===== src/wipa_pkg.sv =====
// Constants for the wake, early receive and PHY access register slice.
// Assumes byte addresses on the register port, one 32-bit word per register.
package wipa_pkg;
   // Register indexes; the byte address is four times the index.
   localparam logic [7:0] IDX_WAKE_CFG  = 8'h56;
   localparam logic [7:0] IDX_ERX_THR   = 8'h5c;
   localparam logic [7:0] IDX_PHY_ACC   = 8'h60;
   localparam logic [7:0] IDX_WAKE_CTRL = 8'h70;
   localparam int         ADDR_W        = 10;

   // Wake configuration fields.
   localparam int BIT_BCAST_WF   = 6;
   localparam int BIT_MCAST_WF   = 5;
   localparam int BIT_UCAST_WF   = 4;
   localparam int BIT_WAKE_PIN   = 1;
   localparam int BIT_PES_SEL    = 0;
   localparam logic [7:0] WAKE_CFG_RST  = 8'h00;
   localparam logic [7:0] WAKE_CFG_MASK = 8'h73;

   // Wake control and status fields.
   localparam int BIT_GATE_SEL   = 0;
   localparam int BIT_PES        = 1;
   localparam int BIT_MULTI_ERX  = 2;
   localparam int BIT_EARLY_MODE = 3;
   localparam int BIT_ERX_FLAG   = 4;

   // Early receive threshold.
   localparam int THR_W = 12;
   localparam logic [THR_W-1:0] THR_RST = 12'h000;

   // PHY access fields.
   localparam int BIT_ACC_FLAG = 31;
   localparam int REG_LO       = 16;
   localparam int REG_W        = 5;
   localparam int DATA_W       = 16;

   // Management frame layout, bits numbered from the first sent.
   localparam int          FRAME_BITS = 64;
   localparam int          TA_BIT     = 46;
   localparam int          DATA_BIT   = 48;
   localparam logic [31:0] PREAMBLE   = 32'hFFFF_FFFF;
   localparam logic [1:0]  FRM_ST     = 2'h1;
   localparam logic [1:0]  OP_WR      = 2'h1;
   localparam logic [1:0]  OP_RD      = 2'h2;
   localparam logic [1:0]  TA_WR      = 2'h2;
   localparam logic [4:0]  PHY_ADDR   = 5'h01;

   // Management clock timing.
   localparam int CLK_PERIOD_NS     = 100;
   localparam int MDC_MIN_PERIOD_NS = 400;
   localparam int MDC_HALF_CYC      = (MDC_MIN_PERIOD_NS / 2 + CLK_PERIOD_NS - 1) / CLK_PERIOD_NS;

   typedef enum logic [1:0] {
      WIPA_MD_IDLE = 2'b01,
      WIPA_MD_RUN  = 2'b10
   } wipa_md_state_t;
endpackage : wipa_pkg


===== src/wipa_core_if.sv =====
// Carrier between the register bank and its management and early receive engines.
// Assumes all parties run on the one register clock.
`timescale 1ns/100ps
interface wipa_core_if;
   import wipa_pkg::*;
   logic              md_start;
   logic              md_write;
   logic [REG_W-1:0]  md_reg;
   logic [DATA_W-1:0] md_wdata;
   logic              md_done;
   logic [DATA_W-1:0] md_rdata;
   logic [THR_W-1:0]  erx_thr;
   logic              erx_multi;
   logic              erx_mode;
   logic              erx_rearm;
   logic              erx_irq;

   modport bank (output md_start, md_write, md_reg, md_wdata, erx_thr, erx_multi, erx_mode, erx_rearm,
                 input md_done, md_rdata, erx_irq);
   modport mdio (input md_start, md_write, md_reg, md_wdata, output md_done, md_rdata);
   modport erx  (input erx_thr, erx_multi, erx_mode, erx_rearm, output erx_irq);
endinterface : wipa_core_if


===== src/wipa_erx_eng.sv =====
// Early receive byte counter; raises one pulse when a packet crosses the threshold.
// Assumes rx_pkt_start precedes the byte counts of each packet.
`timescale 1ns/100ps
module wipa_erx_eng (
   input  wire logic       clk,
   input  wire logic       rst,
   wipa_core_if.erx        cif,
   input  wire logic       rx_pkt_start,
   input  wire logic [3:0] rx_dma_bytes
);
   import wipa_pkg::*;

   logic [15:0] count_q;
   logic [15:0] count_d;
   logic        armed_q;
   logic        fire;
   logic        irq_q;

   assign count_d = count_q + {12'h000, rx_dma_bytes};
   // A zero threshold never fires early; the packet end interrupt covers it.
   // The multiple enable makes every packet eligible, whatever the single-shot state.
   assign fire = cif.erx_mode && (armed_q || cif.erx_multi) && (cif.erx_thr != THR_RST)
                 && (count_q < {4'h0, cif.erx_thr}) && (count_d >= {4'h0, cif.erx_thr});

   always_ff @(posedge clk or posedge rst) begin
      if (rst)
         count_q <= 16'h0000;
      else if (rx_pkt_start)
         count_q <= 16'h0000;
      else
         count_q <= count_d;
   end

   // Without the multiple enable only one packet fires until software rearms.
   always_ff @(posedge clk or posedge rst) begin
      if (rst)
         armed_q <= 1'b1;
      else if (cif.erx_rearm)
         armed_q <= 1'b1;
      else if (fire && !cif.erx_multi)
         armed_q <= 1'b0;
   end

   always_ff @(posedge clk or posedge rst) begin
      if (rst)
         irq_q <= 1'b0;
      else
         irq_q <= fire;
   end

   assign cif.erx_irq = irq_q;
endmodule : wipa_erx_eng


===== src/wipa_mdio_eng.sv =====
// Serial management engine: one clause 22 frame per start request.
// Assumes start arrives only while idle; the PHY answers on mdio_i.
`timescale 1ns/100ps
module wipa_mdio_eng (
   input  wire logic clk,
   input  wire logic rst,
   wipa_core_if.mdio cif,
   output logic      mdc,
   output logic      mdio_o,
   output logic      mdio_oe,
   input  wire logic mdio_i
);
   import wipa_pkg::*;

   wipa_md_state_t          state_q;
   logic [1:0]              div_q;
   logic                    mdc_q;
   logic [FRAME_BITS-1:0]   frame_q;
   logic [6:0]              bit_q;
   logic                    wr_q;
   logic [DATA_W-1:0]       rdata_q;
   logic                    done_q;
   logic                    tick;

   assign tick = (state_q == WIPA_MD_RUN) && (div_q == 2'(MDC_HALF_CYC - 1));

   always_ff @(posedge clk or posedge rst) begin
      if (rst) begin
         state_q <= WIPA_MD_IDLE;
         div_q   <= 2'h0;
         mdc_q   <= 1'b0;
         frame_q <= '0;
         bit_q   <= 7'h00;
         wr_q    <= 1'b0;
         done_q  <= 1'b0;
      end else begin
         done_q <= 1'b0;
         case (state_q)
            WIPA_MD_IDLE: begin
               if (cif.md_start) begin
                  // Fixed PHY address and programmed index go into every frame.
                  frame_q <= {PREAMBLE, FRM_ST, cif.md_write ? OP_WR : OP_RD, PHY_ADDR, cif.md_reg,
                              TA_WR, cif.md_wdata};
                  wr_q    <= cif.md_write;
                  bit_q   <= 7'h00;
                  div_q   <= 2'h0;
                  mdc_q   <= 1'b0;
                  state_q <= WIPA_MD_RUN;
               end
            end
            WIPA_MD_RUN: begin
               div_q <= tick ? 2'h0 : div_q + 2'h1;
               if (tick) begin
                  mdc_q <= ~mdc_q;
                  if (mdc_q) begin
                     if (bit_q == 7'(FRAME_BITS - 1)) begin
                        state_q <= WIPA_MD_IDLE;
                        done_q  <= 1'b1;
                     end else begin
                        bit_q   <= bit_q + 7'h01;
                        frame_q <= {frame_q[FRAME_BITS-2:0], 1'b0};
                     end
                  end
               end
            end
            default: state_q <= WIPA_MD_IDLE;
         endcase
      end
   end

   // Read data is sampled on the rising management clock edge.
   always_ff @(posedge clk or posedge rst) begin
      if (rst)
         rdata_q <= '0;
      else if (tick && !mdc_q && !wr_q && bit_q >= 7'(DATA_BIT))
         rdata_q <= {rdata_q[DATA_W-2:0], mdio_i};
   end

   assign mdc          = mdc_q;
   assign mdio_o       = frame_q[FRAME_BITS-1];
   assign mdio_oe      = (state_q == WIPA_MD_RUN) && (wr_q || bit_q < 7'(TA_BIT));
   assign cif.md_done  = done_q;
   assign cif.md_rdata = rdata_q;
endmodule : wipa_mdio_eng


===== src/wipa_reg_bank.sv =====
// Register bank for wake configuration, early receive threshold and PHY access.
// Assumes a single-cycle strobe master on the register port, synchronous inputs.
//
// Decided for this implementation: the plain strobed port.
`timescale 1ns/100ps
module wipa_reg_bank (
   input  wire logic                         clk,
   input  wire logic                         rst,
   input  wire logic [wipa_pkg::ADDR_W-1:0]  reg_addr,
   input  wire logic [31:0]                  reg_wdata,
   input  wire logic                         reg_we,
   input  wire logic                         reg_re,
   output logic      [31:0]                  reg_rdata,
   input  wire logic                         host_bus_reset,
   input  wire logic                         eeprom_load,
   input  wire logic [1:0]                   eeprom_wake_bits,
   input  wire logic                         wake_frame_hit,
   input  wire logic                         wake_frame_bcast,
   input  wire logic                         wake_frame_mcast,
   input  wire logic                         wake_frame_ucast,
   input  wire logic                         power_event_req,
   input  wire logic                         isolation_in_n,
   output logic                              power_event_out_n,
   output logic                              lan_wake_pin,
   input  wire logic                         rx_pkt_start,
   input  wire logic [3:0]                   rx_dma_bytes,
   output logic                              early_rx_irq,
   output logic                              mdc,
   output logic                              mdio_o,
   output logic                              mdio_oe,
   input  wire logic                         mdio_i
);
   import wipa_pkg::*;

   function automatic logic hit(input logic [ADDR_W-1:0] a, input logic [7:0] idx);
      hit = (a == {idx, 2'b00});
   endfunction : hit

   wipa_core_if cif ();

   logic [7:0]        wake_cfg_q;
   logic [THR_W-1:0]  erx_thr_q;
   logic              acc_flag_q;
   logic [REG_W-1:0]  phy_reg_index_q;
   logic [DATA_W-1:0] phy_reg_value_q;
   logic              busy_q;
   logic              start_q;
   logic              wake_pin_gating_sel_q;
   logic              pes_q;
   logic              multi_q;
   logic              early_mode_q;
   logic              erx_flag_q;
   logic [31:0]       rdata_q;
   logic              wake_event;
   logic              pes_clr;
   logic              bcast_wake_frame_en;
   logic              mcast_wake_frame_en;
   logic              ucast_wake_frame_en;
   logic              wake_pin_en;
   logic              power_event_status_clear_sel;

   assign bcast_wake_frame_en          = wake_cfg_q[BIT_BCAST_WF];
   assign mcast_wake_frame_en          = wake_cfg_q[BIT_MCAST_WF];
   assign ucast_wake_frame_en          = wake_cfg_q[BIT_UCAST_WF];
   assign wake_pin_en                  = wake_cfg_q[BIT_WAKE_PIN];
   assign power_event_status_clear_sel = wake_cfg_q[BIT_PES_SEL];

   // Wake configuration: writable at any time, reserved bits hold zero.
   always_ff @(posedge clk or posedge rst) begin
      if (rst) begin
         wake_cfg_q <= WAKE_CFG_RST;
      end else begin
         if (reg_we && hit(reg_addr, IDX_WAKE_CFG))
            wake_cfg_q <= reg_wdata[7:0] & WAKE_CFG_MASK;
         if (eeprom_load) begin
            wake_cfg_q[BIT_WAKE_PIN] <= eeprom_wake_bits[BIT_WAKE_PIN];
            wake_cfg_q[BIT_PES_SEL]  <= eeprom_wake_bits[BIT_PES_SEL];
         end
      end
   end

   // A wake frame counts only when its kind is enabled.
   assign wake_event = wake_frame_hit && ((wake_frame_bcast && bcast_wake_frame_en)
                                          || (wake_frame_mcast && mcast_wake_frame_en)
                                          || (wake_frame_ucast && ucast_wake_frame_en));

   assign pes_clr = (reg_we && hit(reg_addr, IDX_WAKE_CTRL) && reg_wdata[BIT_PES])
                    || (host_bus_reset && power_event_status_clear_sel);

   // Power event status; a new event wins over a clear in the same cycle.
   always_ff @(posedge clk or posedge rst) begin
      if (rst)
         pes_q <= 1'b0;
      else if (wake_event || power_event_req)
         pes_q <= 1'b1;
      else if (pes_clr)
         pes_q <= 1'b0;
   end

   // Control bits of the wake and early receive logic.
   always_ff @(posedge clk or posedge rst) begin
      if (rst) begin
         wake_pin_gating_sel_q <= 1'b0;
         multi_q               <= 1'b0;
         early_mode_q          <= 1'b0;
      end else if (reg_we && hit(reg_addr, IDX_WAKE_CTRL)) begin
         wake_pin_gating_sel_q <= reg_wdata[BIT_GATE_SEL];
         multi_q               <= reg_wdata[BIT_MULTI_ERX];
         early_mode_q          <= reg_wdata[BIT_EARLY_MODE];
      end
   end

   assign power_event_out_n = ~pes_q;
   assign lan_wake_pin      = wake_pin_en
                              && pes_q && (!wake_pin_gating_sel_q || !isolation_in_n);

   // Early receive threshold; writing it also rearms a single-shot interrupt.
   always_ff @(posedge clk or posedge rst) begin
      if (rst)
         erx_thr_q <= THR_RST;
      else if (reg_we && hit(reg_addr, IDX_ERX_THR))
         erx_thr_q <= reg_wdata[THR_W-1:0];
   end

   assign cif.erx_thr   = erx_thr_q;
   assign cif.erx_multi = multi_q;
   assign cif.erx_mode  = early_mode_q;
   assign cif.erx_rearm = reg_we && hit(reg_addr, IDX_ERX_THR);
   assign early_rx_irq  = cif.erx_irq;

   // Sticky view of the early receive pulse; the event wins over a clear.
   always_ff @(posedge clk or posedge rst) begin
      if (rst)
         erx_flag_q <= 1'b0;
      else if (cif.erx_irq)
         erx_flag_q <= 1'b1;
      else if (reg_we && hit(reg_addr, IDX_WAKE_CTRL) && reg_wdata[BIT_ERX_FLAG])
         erx_flag_q <= 1'b0;
   end

   wipa_erx_eng u_erx (
      .clk          (clk),
      .rst          (rst),
      .cif          (cif.erx),
      .rx_pkt_start (rx_pkt_start),
      .rx_dma_bytes (rx_dma_bytes)
   );

   // PHY access register. Writes while an access runs are ignored.
   always_ff @(posedge clk or posedge rst) begin
      if (rst) begin
         acc_flag_q      <= 1'b0;
         phy_reg_index_q <= '0;
         phy_reg_value_q <= '0;
         busy_q          <= 1'b0;
         start_q         <= 1'b0;
      end else begin
         start_q <= 1'b0;
         if (reg_we && hit(reg_addr, IDX_PHY_ACC) && !busy_q) begin
            acc_flag_q      <= reg_wdata[BIT_ACC_FLAG];
            phy_reg_index_q <= reg_wdata[REG_LO +: REG_W];
            phy_reg_value_q <= reg_wdata[DATA_W-1:0];
            busy_q          <= 1'b1;
            start_q         <= 1'b1;
         end else if (cif.md_done) begin
            busy_q     <= 1'b0;
            acc_flag_q <= ~acc_flag_q;
            if (!acc_flag_q)
               phy_reg_value_q <= cif.md_rdata;
         end
      end
   end

   assign cif.md_start = start_q;
   assign cif.md_write = acc_flag_q;
   assign cif.md_reg   = phy_reg_index_q;
   assign cif.md_wdata = phy_reg_value_q;

   wipa_mdio_eng u_mdio (
      .clk     (clk),
      .rst     (rst),
      .cif     (cif.mdio),
      .mdc     (mdc),
      .mdio_o  (mdio_o),
      .mdio_oe (mdio_oe),
      .mdio_i  (mdio_i)
   );

   // Read data stand for one cycle after the strobe; unmapped addresses read zero.
   always_ff @(posedge clk or posedge rst) begin
      if (rst) begin
         rdata_q <= 32'h0000_0000;
      end else begin
         rdata_q <= 32'h0000_0000;
         if (reg_re) begin
            if (hit(reg_addr, IDX_WAKE_CFG))
               rdata_q <= {24'h00_0000, wake_cfg_q};
            else if (hit(reg_addr, IDX_ERX_THR))
               rdata_q <= {20'h0_0000, erx_thr_q};
            else if (hit(reg_addr, IDX_PHY_ACC))
               rdata_q <= {acc_flag_q, 10'h000, phy_reg_index_q, phy_reg_value_q};
            else if (hit(reg_addr, IDX_WAKE_CTRL))
               rdata_q <= {27'h000_0000, erx_flag_q, early_mode_q, multi_q, pes_q, wake_pin_gating_sel_q};
         end
      end
   end

   assign reg_rdata = rdata_q;
endmodule : wipa_reg_bank


===== config.mk =====
export PLATFORM = sky130hd
export DESIGN_NAME = wipa_reg_bank
export DESIGN_NICKNAME = d
export VERILOG_FILES = /design/src/wipa_pkg.sv /design/src/wipa_core_if.sv /design/src/wipa_erx_eng.sv /design/src/wipa_mdio_eng.sv /design/src/wipa_reg_bank.sv
export SDC_FILE = /design/constraint.sdc
export NUM_CORES = 1
export LEC_CHECK = 0
export ABC_AREA = 1
export ABC_CLOCK_PERIOD_IN_PS = 6870
export BUFFER_PORTS_ARGS = -buffer_cell sky130_fd_sc_hd__buf_2
export CORE_UTILIZATION = 58
export DETAILED_ROUTE_END_ITERATION = 7
export MAX_ROUTING_LAYER = met4
export PLACE_DENSITY_LB_ADDON = 0.25
export SYNTH_ARGS = -nofsm -noshare
export SYNTH_HDL_FRONTEND = slang
export SYNTH_SLANG_ARGS = --single-unit

===== constraint.sdc =====
create_clock -name clk -period 6.87 [get_ports clk]
set_input_delay 1.0305 -clock clk [delete_from_list [all_inputs] [get_ports clk]]
set_output_delay 1.0305 -clock clk [all_outputs]
set_load 0.005 [all_outputs]

# [Word-level counts from Yosys, hierarchy flattened]
# Index checks and enable logic that the tools add are counted.
[word_totals] ff_bits=190 inputBits=62 out_inout_bits=38 word_cells=147
[classes] n_addsub=3 magnitude_cmp=4 n_eq_ne=14 mux=48 bitwise=3 reduce_logical=50
[ops] operator="two-way mux 64 bit" n=4
[ops] operator="two-way mux 32 bit" n=4
[ops] operator="case mux 64 bit (2 select lines)" n=1
[ops] operator="two-way mux 16 bit" n=4
[ops] operator="== test 10 x 9 -> 1 bit, second input constant" n=4
[ops] operator="two-way mux 7 bit" n=4
[ops] operator="logical AND 1 bit" n=24
[ops] operator="two-way mux 2 bit" n=9
[ops] operator="two-way mux 1 bit" n=17
[ops] operator="adder 16 x 4 -> 16 bit" n=1
[ops] operator=">= comparator 16 x 12 -> 1 bit" n=1
[ops] operator="less-than comparator 16 x 12 -> 1 bit" n=1
[ops] operator="case mux 7 bit (2 select lines)" n=1
[ops] operator="nonzero test 12 bit" n=1
[ops] operator="nonzero test 2 bit" n=6
[ops] operator="case mux 2 bit (2 select lines)" n=2
[ops] operator="adder 7 x 1 -> 7 bit, second input constant" n=1
[ops] operator="== test 7 x 6 -> 1 bit, second input constant" n=1
[ops] operator=">= comparator 7 x 6 -> 1 bit, second input constant" n=1
[ops] operator="logical OR 1 bit" n=7
[ops] operator="less-than comparator 7 x 6 -> 1 bit, second input constant" n=1
[ops] operator="zero test 1 bit" n=6
[ops] operator="inequality test 2 x 1 -> 1 bit, second input constant" n=3
[ops] operator="inequality test 2 bit, second input constant" n=3
[ops] operator="10 further kinds" n=15

# [Depth between registers and ports, before layout]
# Gate-level depths: netlist (run 1).
[logic_depth] word_depth=8 ltp_mapped=20 depth_no_buf=20

# [By module]
# A second synthesis (run 1) with hierarchy kept.
[hier_totals] hier_cells=1192 area_unflattened_um2=9366.5
[modules_own_cells] module="wipa_mdio_eng" n_inst=1 cells_each=579 area_each_um2=4509.3
[modules_own_cells] module="wipa_reg_bank" n_inst=1 cells_each=380 area_each_um2=3171.8
[modules_own_cells] module="wipa_erx_eng" n_inst=1 cells_each=233 area_each_um2=1685.4

# [Least setup slack after synthesis (run 1)]
# Ideal clock, no wire load.
[synth_path] path_type="input to register" start="in rx_dma_bytes[0]" end="reg u_erx.irq_q, in the netlist u_erx.cif.erx_irq" setup_time_ns=0.119 t_arrival_ns=3.154 setup_slack_ns=3.597 cell_stages=18 cell_sequence="ha_1 inv_1 fa_1 inv_1 nand3_1 nand2_1 nand2_1 nor2_1 xnor2_1 inv_1 ha_1 nand2_1 inv_1 a21oi_1 nand3_1 nor2_1 nand2_1 and2_1"
[synth_between] elab_chain_len=3
[synth_rtl] item="start, declared" line="wipa_reg_bank.sv:26" text="input wire logic [3:0] rx_dma_bytes,"
[synth_rtl] item="adder 16 x 4 -> 16 bit" line="wipa_erx_eng.sv:19" text="assign count_d = count_q + {12'h000, rx_dma_bytes};"
[synth_rtl] item=">= comparator 16 x 12 -> 1 bit" line="wipa_erx_eng.sv:23" text="&& (count_q < {4'h0, cif.erx_thr}) && (count_d >= {4'h0, cif.erx_thr});"
[synth_rtl] item="logical AND 1 bit" line="wipa_erx_eng.sv:23"
[synth_rtl] item="via u_erx.fire" line="wipa_erx_eng.sv:16" text="logic fire;"
[synth_rtl] item="end signal, assigned" line="wipa_erx_eng.sv:48" text="irq_q <= fire;"
[synth_rtl] item="end, declared" line="wipa_erx_eng.sv:17" text="logic irq_q;"
# The timed path passes the listed nets, and every way through them passes these cells.
# A chain may end at the register's enable or synchronous reset.

# [Final worst setup path (run 1)]
# Ends and elaborated chain as after synthesis.

==> flow_summary.yaml, run 1 <==
yosys:
  synth_edf_count: 0
  syn_area_um2: 8490
  synth_top_area_cell: "dfrtp_1"
  synth_area_per_cell_um2: 8.76
  synth_warnings: 0
  async_flop_share_pct: 100
  synth.distinct_cells: 43
  seq_area_frac_synth_pct: 53.1
  synthCells: 970
  synth_common_cells: "nand2_1, dfrtp_1, inv_1"
  ys_top_cells_by_area: "dfrtp_1, nand2_1, inv_1"
  synth_seq_cells: 180
  synth_top_area_share_pct: 52.4
  synth_top_flop_cell: "dfrtp_1"
  synth.most_common_cell: "nand2_1"
sta:
  fin_skew_ns: 0.00931
  setup_violations: 0
  tightest_slew_ns: 1.16
  hold_viol: 0
  max_freq_mhz: 296
  maxSlewViolCount: 0
  tns_ns: 0
  relSlewSlack_pct: 22.3
  period_share_pct: 49.2
  min_period_ns: 3.38
  finalHoldWorstSlack_ns: 0.464
  setup_ws_ns: 3.49
  rsz0062_at_grt: "no"
setup_path:
  start_kind: "input port"
  rrSetupSlack_ns: 3.56
  worst_path_max_delay_cell: "fa_1"
  crit_fanout: 6
  crit_type: "input port to flop"
  arrival_ns: 3.70
  cp_cell_sequence: "buf_2 > ha_1 > inv_1 > fa_1 > inv_1 > nand3_1 > nand2_1 > nand2_1 > nor2_1 > xnor2_1 > inv_1 > ha_1 > nand2_1 > inv_1 > a21oi_1 > nand3_1 > nor2_1 > nand2_1 > and2_1"
  rr_worst_depth: 12
  required_ns: 7.19
  end_kind: "flop"
  slowest_delay_ns: 0.38
  r2r_end: "u_mdio.bit_q[2]"
  rr_startpoint: "u_mdio.state_q[1]"
placement:
  port_buffers: 79
  gp_congestion: 0.867
  dp_slack_ns: 3.13
  dp_hpwl_um: 12400
clocking:
  clk_path_buf_depth: 2
  cts-root-buf: "clkbuf_16"
  worstSkewPairLatency_ns: 0.43
  clock-sinks: 180
  cts_tree: "built"
  cts_buffers: 17
  cts_setup_buffers: 0
  htree_num_levels: 4
  postCtsHoldBufs: 0
  clkSlewWorstSetupHoldPaths_ns: 0.07
  cts_resized: 0
finish:
  insertedDiodeCount: 0
  largest_register_ffs: 64
  final_layout_size_suffix_gt1_share_pct: 12.1
  area_delta_synth_final_pct: 12.5
  largest_register: "u_mdio.frame_q"
  fin_nets: 1129
worst_hold_path:
  min_path_type: "flop to flop"
  whs_path_depth: 2
  hold-path-endpoint: "u_erx.armed_q"
  hold_start: "u_erx.armed_q"
die:
  rows: 43
  die_h_um: 123
  ios: 100
  die_width_um: 123
  start_util_pct: 60.3
  die_area_um2: 15100
  core_um2: 14100
power_and_ir_drop:
  combPwrFrac_pct: 8.0
  clock_power_share_pct: 44.5
  powerDensity_nw_per_um2: 238
  p_leak_nw: 4.98
  seq_power_share_pct: 47.5
  ir_drop_v: 0.000178
  p_sw_share_pct: 23.3
  p_sw_uw: 530
  p_int_mw: 1.74
drt:
  vias: 6588
  wl_per_cell_um: 14.7
  antenna_left: 0
  firstDrtPassIters: 5
  wirelength_um: 18100
  drcViolationCount: 0
  vias_per_cell: 5.35
  first_iter_violations: 629
global_route:
  antenna_found_initial: 0
  grt_pass1_wl_um: 30100
  grt_util_all_layers_pct: 27.0
  grt_start_max_net_pins: 102
  overflow: 0
  grt_pass1_vias: 6155
job:
  maxCapViolCount: 0
status:
  status: "complete, no violations"
==> area by class of cell <==
| type | instances | area [um^2] |
|---|---|---|
| fill | 1173 | 4540 |
| inverter | 176 | 668 |
| multi-input combinational | 582 | 3130 |
| clock buffer | 18 | 429 |
| sequential | 180 | 4510 |
| tap | 180 | 225 |
| timing repair buffer | 81 | 410 |
| clock inverter | 14 | 186 |
==> routing by layer <==
layer  share of wire [%]  track usage, %  vias to the layer above
met5                   0               -                        -
met4                 1.3            7.45                        0
met3                 5.1            5.07                       23
met2                  47            41.6                      176
met1                  46            36.8                     3119
li1                    -               -                     3270
==> kinds of logic after synthesis <==
| group | Yosys count | share of synthesized area, % |
|---|---|---|
| simple gates | 333 | 16.6 |
| buf+inv | 217 | 10.5 |
| compound gates | 201 | 14.5 |
| flops | 180 | 53.1 |
| fa+ha+maj | 29 | 4.36 |
| xor+xnor | 9 | 0.928 |
| other cells | 1 | 0.0441 |
==> power by group through the flow <==
stage          sequential (mW)  clock (mW)  combinational [mW]
6_report                  1.08        1.01               0.182
5_1_grt                   1.08        1.07               0.214
4_1_cts                   1.08        1.03               0.185
3_5_place_dp              1.10           0               0.183
3_3_place_gp              1.10           0               0.179
2_1_floorplan             1.10           0               0.135
==> critical path, delay by kind of cell <==
kind | cells | cell delay (ns)
adders and majority gates | 3 | 0.86
xor gates and xnor gates | 1 | 0.16
and+or+nand+nor | 9 | 1.11
AOI/OAI and AO/OA | 1 | 0.17
buffers and inverters | 5 | 0.37
==> through the flow <==
step           total power [mW]  area, um^2  util [%]  std cells
6_report                   2.28        9560      67.8       1231
5_1_grt                    2.37        9560      67.8       1231
4_1_cts                    2.29        9560      67.8       1231
3_5_place_dp               1.28        8940      63.4       1199
3_3_place_gp               1.28        8940      63.4       1199
2_1_floorplan              1.23        8530         -        979
==> placed cells by master (no fill, tap or decap), types with 3 or more instances in the layout <==
cell type	count
inv_2	4
conb_1	10
a21oi_1	36
o22ai_1	6
o211ai_1	38
a22o_1	3
nand3_1	53
nor3_1	8
a22oi_1	34
xor2_1	8
dfrtp_1	178
o21ai_1	5
inv_1	170
clkinvlp_4	5
bufinv_16	4
clkbuf_16	17
clkinv_2	4
nand4_1	8
buf_2	79
o21ai_0	69
nor2_1	67
ha_1	28
nor4_1	3
nand2_1	185
==> worst max-delay path by stage <==
| stage | slack [ns] | to | cells past startpoint | start |
|---|---|---|---|---|
| after floorplan | 0.96 | acc_flag_q | 1 | rst |
| after global placement | 3.20 | u_erx.cif.erx_irq | 19 | rx_dma_bytes[0] |
| after detailed placement | 3.13 | u_erx.cif.erx_irq | 19 | rx_dma_bytes[0] |
| after CTS | 3.52 | u_erx.armed_q | 21 | rx_dma_bytes[0] |
| after global routing | 3.16 | u_mdio.bit_q[2] | 11 | u_mdio.state_q[1] |
| final | 3.49 | u_erx.cif.erx_irq | 19 | rx_dma_bytes[0] |
(Power assumes the default switching activity.)
==> inputs of run 2 (changes only) <==
Settings changed: ABC_CLOCK_PERIOD_IN_PS 6870 to 2700, CORE_UTILIZATION 58 to 53.
Clock period 6.87 ns to 2.7 ns, I/O delays scaled along.
==> flow_summary.yaml, run 2 (synthesis gave the netlist of run 1 again) <==
status:
  status: "complete, no violations"
finish:
  largest_register_ffs: 64
  insertedDiodeCount: 0
  fill_cells: 1265
  largest_register: "u_mdio.frame_q"
  multiInputGateArea_um2: 3280
  final_design_area_no_fill_um2: 9990
  fin_nets: 1157
  area_delta_synth_final_pct: 17.6
  final_cell_mix: "dfrtp_1, nand2_1, inv_1, buf_2, o21ai_0"
  fin_util_pct: 64.8
  layout_commonest_cell: "dfrtp_1"
  final_layout_size_suffix_gt1_share_pct: 17.0
  register_area_um2: 4510
sta:
  hold_viol: 0
  setup_violations: 0
  max_freq_mhz: 386
  min_period_ns: 2.59
  tightest_slew_ns: 0.691
  fin_skew_ns: 0.00664
  relSlewSlack_pct: 53.8
  rsz0062_at_grt: "yes"
  maxSlewViolCount: 0
  period_share_pct: 96.0
drt:
  firstDrtPassIters: 6
  first_iter_violations: 581
  wirelength_um: 19100
  vias: 6807
  antenna_left: 0
  drcViolationCount: 0
  vias_per_cell: 5.28
  wl_per_cell_um: 14.8
clocking:
  clock-sinks: 180
  cts_tree: "built"
  clkSlewWorstSetupHoldPaths_ns: 0.06
  htree_num_levels: 4
  clk_path_buf_depth: 2
  cts_buffers: 17
  cts-root-buf: "clkbuf_16"
  worstSkewPairLatency_ns: 0.43
setup_path:
  rr_worst_depth: 16
  r2r_end: "u_erx.cif.erx_irq"
  cp_cell_sequence: "ha_4 > nand2_2 > nand2_2 > nand4_1 > nand2_2 > nand2_2 > nor2_2 > xor2_1 > inv_1 > ha_4 > a21o_1 > a21oi_2 > nand3_1 > nor2_1 > nand2_1 > and2_4"
  rrSetupSlack_ns: 0.11
  crit_type: "flop to flop"
  arrival_ns: 2.91
  path_delay_family: "simple AND/OR/NAND/NOR gates"
  crit_path_frequent_cell: "nand2_2"
  rr_startpoint: "u_erx.count_q[1]"
  start_kind: "flop"
  crit_fanout: 4
  crit_buf_inv: 1
  required_ns: 3.02
  worst_path_max_delay_cell: "dfrtp_1"
  slowest_delay_ns: 0.44
  end_kind: "flop"
power_and_ir_drop:
  p_sw_mw: 1.38
  p_sw_share_pct: 23.3
  ir_drop_v: 0.000471
  seq_power_share_pct: 46.5
  p_leak_nw: 5.14
  combPwrFrac_pct: 10.0
  clock_power_share_pct: 43.5
  p_int_mw: 4.56
  powerDensity_nw_per_um2: 594
worst_hold_path:
  hold_start: "reg_wdata[16]"
  whs_path_depth: 3
  hold-path-endpoint: "cif.md_reg[0]"
  min_path_type: "input port to flop"
global_route:
  overflow: 0
  use_met1_pct: 34.8
  met3_usage_pct: 5.07
  grt_util_all_layers_pct: 25.3
  antenna_found_initial: 0
  grt_pass1_wl_um: 31300
  grt_start_max_net_pins: 99
  met2_usage_pct: 38.3
  top_usage_layer: "met2"
  grt_pass1_vias: 6405
placement:
  port_buffers: 79
  dp_hpwl_um: 12900
  placed_area_um2: 9150
  gp_congestion: 0.862
die:
  core_um2: 15400
  start_util_pct: 55.1
  rows: 45
  ios: 100
  die_width_um: 129
  die_h_um: 129
  die_area_um2: 16500
job:
  maxCapViolCount: 0
[run 2: changes by cell type in the layout (fill, tap and decap cells not counted), sizes merged]
cell | before | now
buf | 81 | 108
bufinv | 4 | 3
clkbuf | 18 | 24
clkinv | 5 | 4
clkinvlp | 5 | 2
dlygate4sd3 | 0 | 1
inv | 176 | 175
[run 2: worst max path at each step]
stage | slack, ns | startpoint | cells after the start | endpoint
after floorplan | -0.01 | rst | 1 | acc_flag_q
after global routing | -0.17 | u_erx.count_q[0] | 19 | u_erx.armed_q
after CTS | 0.03 | u_erx.count_q[1] | 16 | u_erx.cif.erx_irq
final | 0.11 | u_erx.count_q[1] | 16 | u_erx.cif.erx_irq
after detailed placement | -0.17 | rx_dma_bytes[0] | 19 | u_erx.cif.erx_irq
after global placement | -0.12 | rx_dma_bytes[0] | 19 | u_erx.cif.erx_irq
[run 2: area by class of cell]
class | count | share of cell area (%)
Multi-Input combinational cell | 582 | 32.8
Tap cell | 211 | 2.64
Clock inverter | 8 | 1.21
Clock buffer | 24 | 5.02
Timing Repair Buffer | 109 | 6.49
Inverter | 176 | 6.68
Sequential cell | 180 | 45.1
[run 2: worst min-delay path, cell delays in order]
cell     delay (ns)
buf_2          0.07
nand2_1        0.04
nand2_1        0.04
[run 2: timing repair]
action                     in CTS  in global routing
pin swaps                       3                 21
hold buffers                    1                  0
hold endpoints to repair        1                  0
gates resized for setup         6                 27
buffers inserted                1                  7
setup endpoints to repair       2                  2
[run 2: stage by stage]
stage	worst slack, ns	hold slack (ns)	TNS (ns)	instances	total power [mW]
after floorplan	-0.0120	0.424	-2.13	979	3.14
after global placement	-0.119	0.314	-0.221	1250	3.29
after detailed placement	-0.172	0.313	-0.338	1250	3.30
after CTS	0.0344	0.163	0	1284	5.87
after global routing	-0.168	0.187	-0.321	1290	6.17
final	0.109	0.167	0	1290	5.94
[run 2: layer usage]
layer	up-vias	wire (um)	part of all wire (%)
li1	3329	-	-
met1	3276	8930	47
met2	185	8980	47
met3	17	1010	5.3
met4	0	211	1.1
met5	-	0	0
[run 2: power groups by stage]
| stage | Sequential (mW) | Clock [mW] | Combinational [mW] |
|---|---|---|---|
| after floorplan | 2.79 | 0 | 0.344 |
| after global placement | 2.80 | 0 | 0.488 |
| after detailed placement | 2.80 | 0 | 0.501 |
| after CTS | 2.75 | 2.61 | 0.513 |
| after global routing | 2.76 | 2.73 | 0.674 |
| final | 2.76 | 2.58 | 0.595 |
==> inputs of run 3 (changes only) <==
Settings changed: BUFFER_PORTS_ARGS -buffer_cell sky130_fd_sc_hd__buf_2 to -buffer_cell sky130_fd_sc_hd__clkbuf_2, SKIP_LAST_GASP from default to 1.
==> flow_summary.yaml, run 3 (synthesis gave the netlist of run 1 again) <==
sta:
  max_freq_mhz: 387
  rsz0062_at_grt: "yes"
  hold_viol: 0
  tns_ns: 0
  min_period_ns: 2.58
  maxSlewViolCount: 0
  period_share_pct: 95.6
  setup_violations: 0
  setup_ws_ns: 0.119
  relSlewSlack_pct: 52.9
  fin_skew_ns: 0.00843
  tightest_slew_ns: 0.704
die:
  die_width_um: 129
  start_util_pct: 55.1
  die_h_um: 129
  rows: 45
  die_area_um2: 16500
  core_um2: 15400
  ios: 100
drt:
  firstDrtPassIters: 6
  vias_per_cell: 5.23
  wl_per_cell_um: 14.7
  antenna_left: 0
  vias: 6756
  wirelength_um: 19000
  first_iter_violations: 452
  drcViolationCount: 0
global_route:
  overflow: 0
  grt_util_all_layers_pct: 25.3
  antenna_found_initial: 0
  grt_pass1_vias: 6342
  grt_start_max_net_pins: 58
  grt_pass1_wl_um: 31200
worst_hold_path:
  min_path_type: "input port to async pin"
setup_path:
  rr_startpoint: "u_erx.count_q[0]"
  arrival_ns: 2.92
  start_kind: "flop"
  crit_fanout: 4
  timing.critical_path.from: "u_erx.count_q[0]"
  required_ns: 3.04
  end_kind: "flop"
  rrSetupSlack_ns: 0.12
  crit_type: "flop to flop"
clocking:
  clk_path_buf_depth: 2
  cts_tree: "built"
  htree_num_levels: 4
  worstSkewPairLatency_ns: 0.43
  cts_buffers: 17
  clock-sinks: 180
  clkSlewWorstSetupHoldPaths_ns: 0.07
  cts-root-buf: "clkbuf_16"
finish:
  finalNonFillerCells: 1291
  insertedDiodeCount: 0
  area_delta_synth_final_pct: 17.3
  final_cell_mix: "nand2_1, dfrtp_1, inv_1, clkbuf_2, o21ai_0"
  layout_commonest_cell: "nand2_1"
  largest_register_ffs: 64
  final_layout_size_suffix_gt1_share_pct: 16.8
  largest_register: "u_mdio.frame_q"
  fin_nets: 1158
  fill_cells: 1288
  fin_util_pct: 64.6
placement:
  port_buffers: 79
  dp_slack_ns: -0.152
  gp_congestion: 0.834
  dp_hpwl_um: 13100
  placed_cells: 1252
power_and_ir_drop:
  ir_drop_v: 0.000451
  p_leak_nw: 5.13
  powerDensity_nw_per_um2: 574
status:
  status: "complete, no violations"
job:
  maxCapViolCount: 0
==> run 3: cell types whose count changed in the layout (fill, tap and decap cells not counted), moves of 3 or more <==
cell / previous run / this run
nor2_4: 2 / 5
clkbuf_2: 0 / 79
buf_2: 79 / 0
clkinvlp_4: 2 / 6
nand2_1: 177 / 181
nand2_2: 7 / 1
inv_6: 0 / 3
clkbuf_8: 5 / 2
==> run 3: critical path, cell delays in order, from the launching register on <==
cell and delay, ns:
dfrtp_1 0.36, ha_2 0.19, inv_2 0.04, fa_2 0.36, inv_2 0.09, nand3_4 0.08, nand2_4 0.08, buf_4 0.11
buf_4 0.13, xor2_2 0.17, ha_1 0.18, a21oi_1 0.08, o21a_1 0.20, a21oi_2 0.13, nor2_1 0.05, nand2_1 0.07
nand3_1 0.07, nand2_1 0.06, nand2_1 0.04
==> run 3: repair_timing <==
item                                   in CTS  in global routing
endpoints found under the hold margin       0                  0
hold buffers                                0                  0
resized for setup                           4                 28
gates cloned                                0                  0
buffers inserted                            3                  4
pin swaps                                   3                 15
setup endpoints to repair                   2                  2
==> run 3: where the power goes <==
part	switching, mW	leakage (nW)	total, mW	internal [mW]
clock network	1.08	0.269	2.41	1.33
registers	0.0307	2.47	2.75	2.72
logic	0.334	2.39	0.561	0.227
total	1.44	5.13	5.72	4.28
==> run 3: path summary, 6_finish.rpt <==
kind,end,cells after the start
min reg2reg,u_erx.armed_q,2
max reg2reg,u_erx.armed_q,18
min,u_mdio.frame_q[13],2
max,u_erx.armed_q,18
max in group asynchronous,u_erx.armed_q,3
min in group clk,cif.md_reg[3],3
==> run 3: metal layers <==
| metal | share of wire [%] | GRT usage (%) | vias up |
|---|---|---|---|
| li1 | - | - | 3325 |
| met1 | 47 | 35.0 | 3231 |
| met2 | 47 | 38.3 | 177 |
| met3 | 4.7 | 4.32 | 23 |
| met4 | 1.2 | 7.75 | 0 |
| met5 | 0 | - | - |
==> run 3: metrics by stage <==
step	total power, mW	cell area (um^2)	hold WS, ns
after floorplan	3.14	8530	0.424
final	5.72	9960	0.00600
after CTS	5.71	9780	0.00826
after detailed placement	3.30	9170	0.458
after global placement	3.28	9170	0.450
after global routing	5.95	9960	0.0429
==> run 3: area by class of cell <==
cell class	instances	area, um^2	share of cell area [%]
Sequential cell	180	4510	45.2
Clock buffer	19	453	4.55
Multi-Input combinational cell	582	3290	33.1
Tap cell	211	264	2.65
Clock inverter	13	125	1.26
Timing Repair Buffer	110	653	6.56
Inverter	176	667	6.69
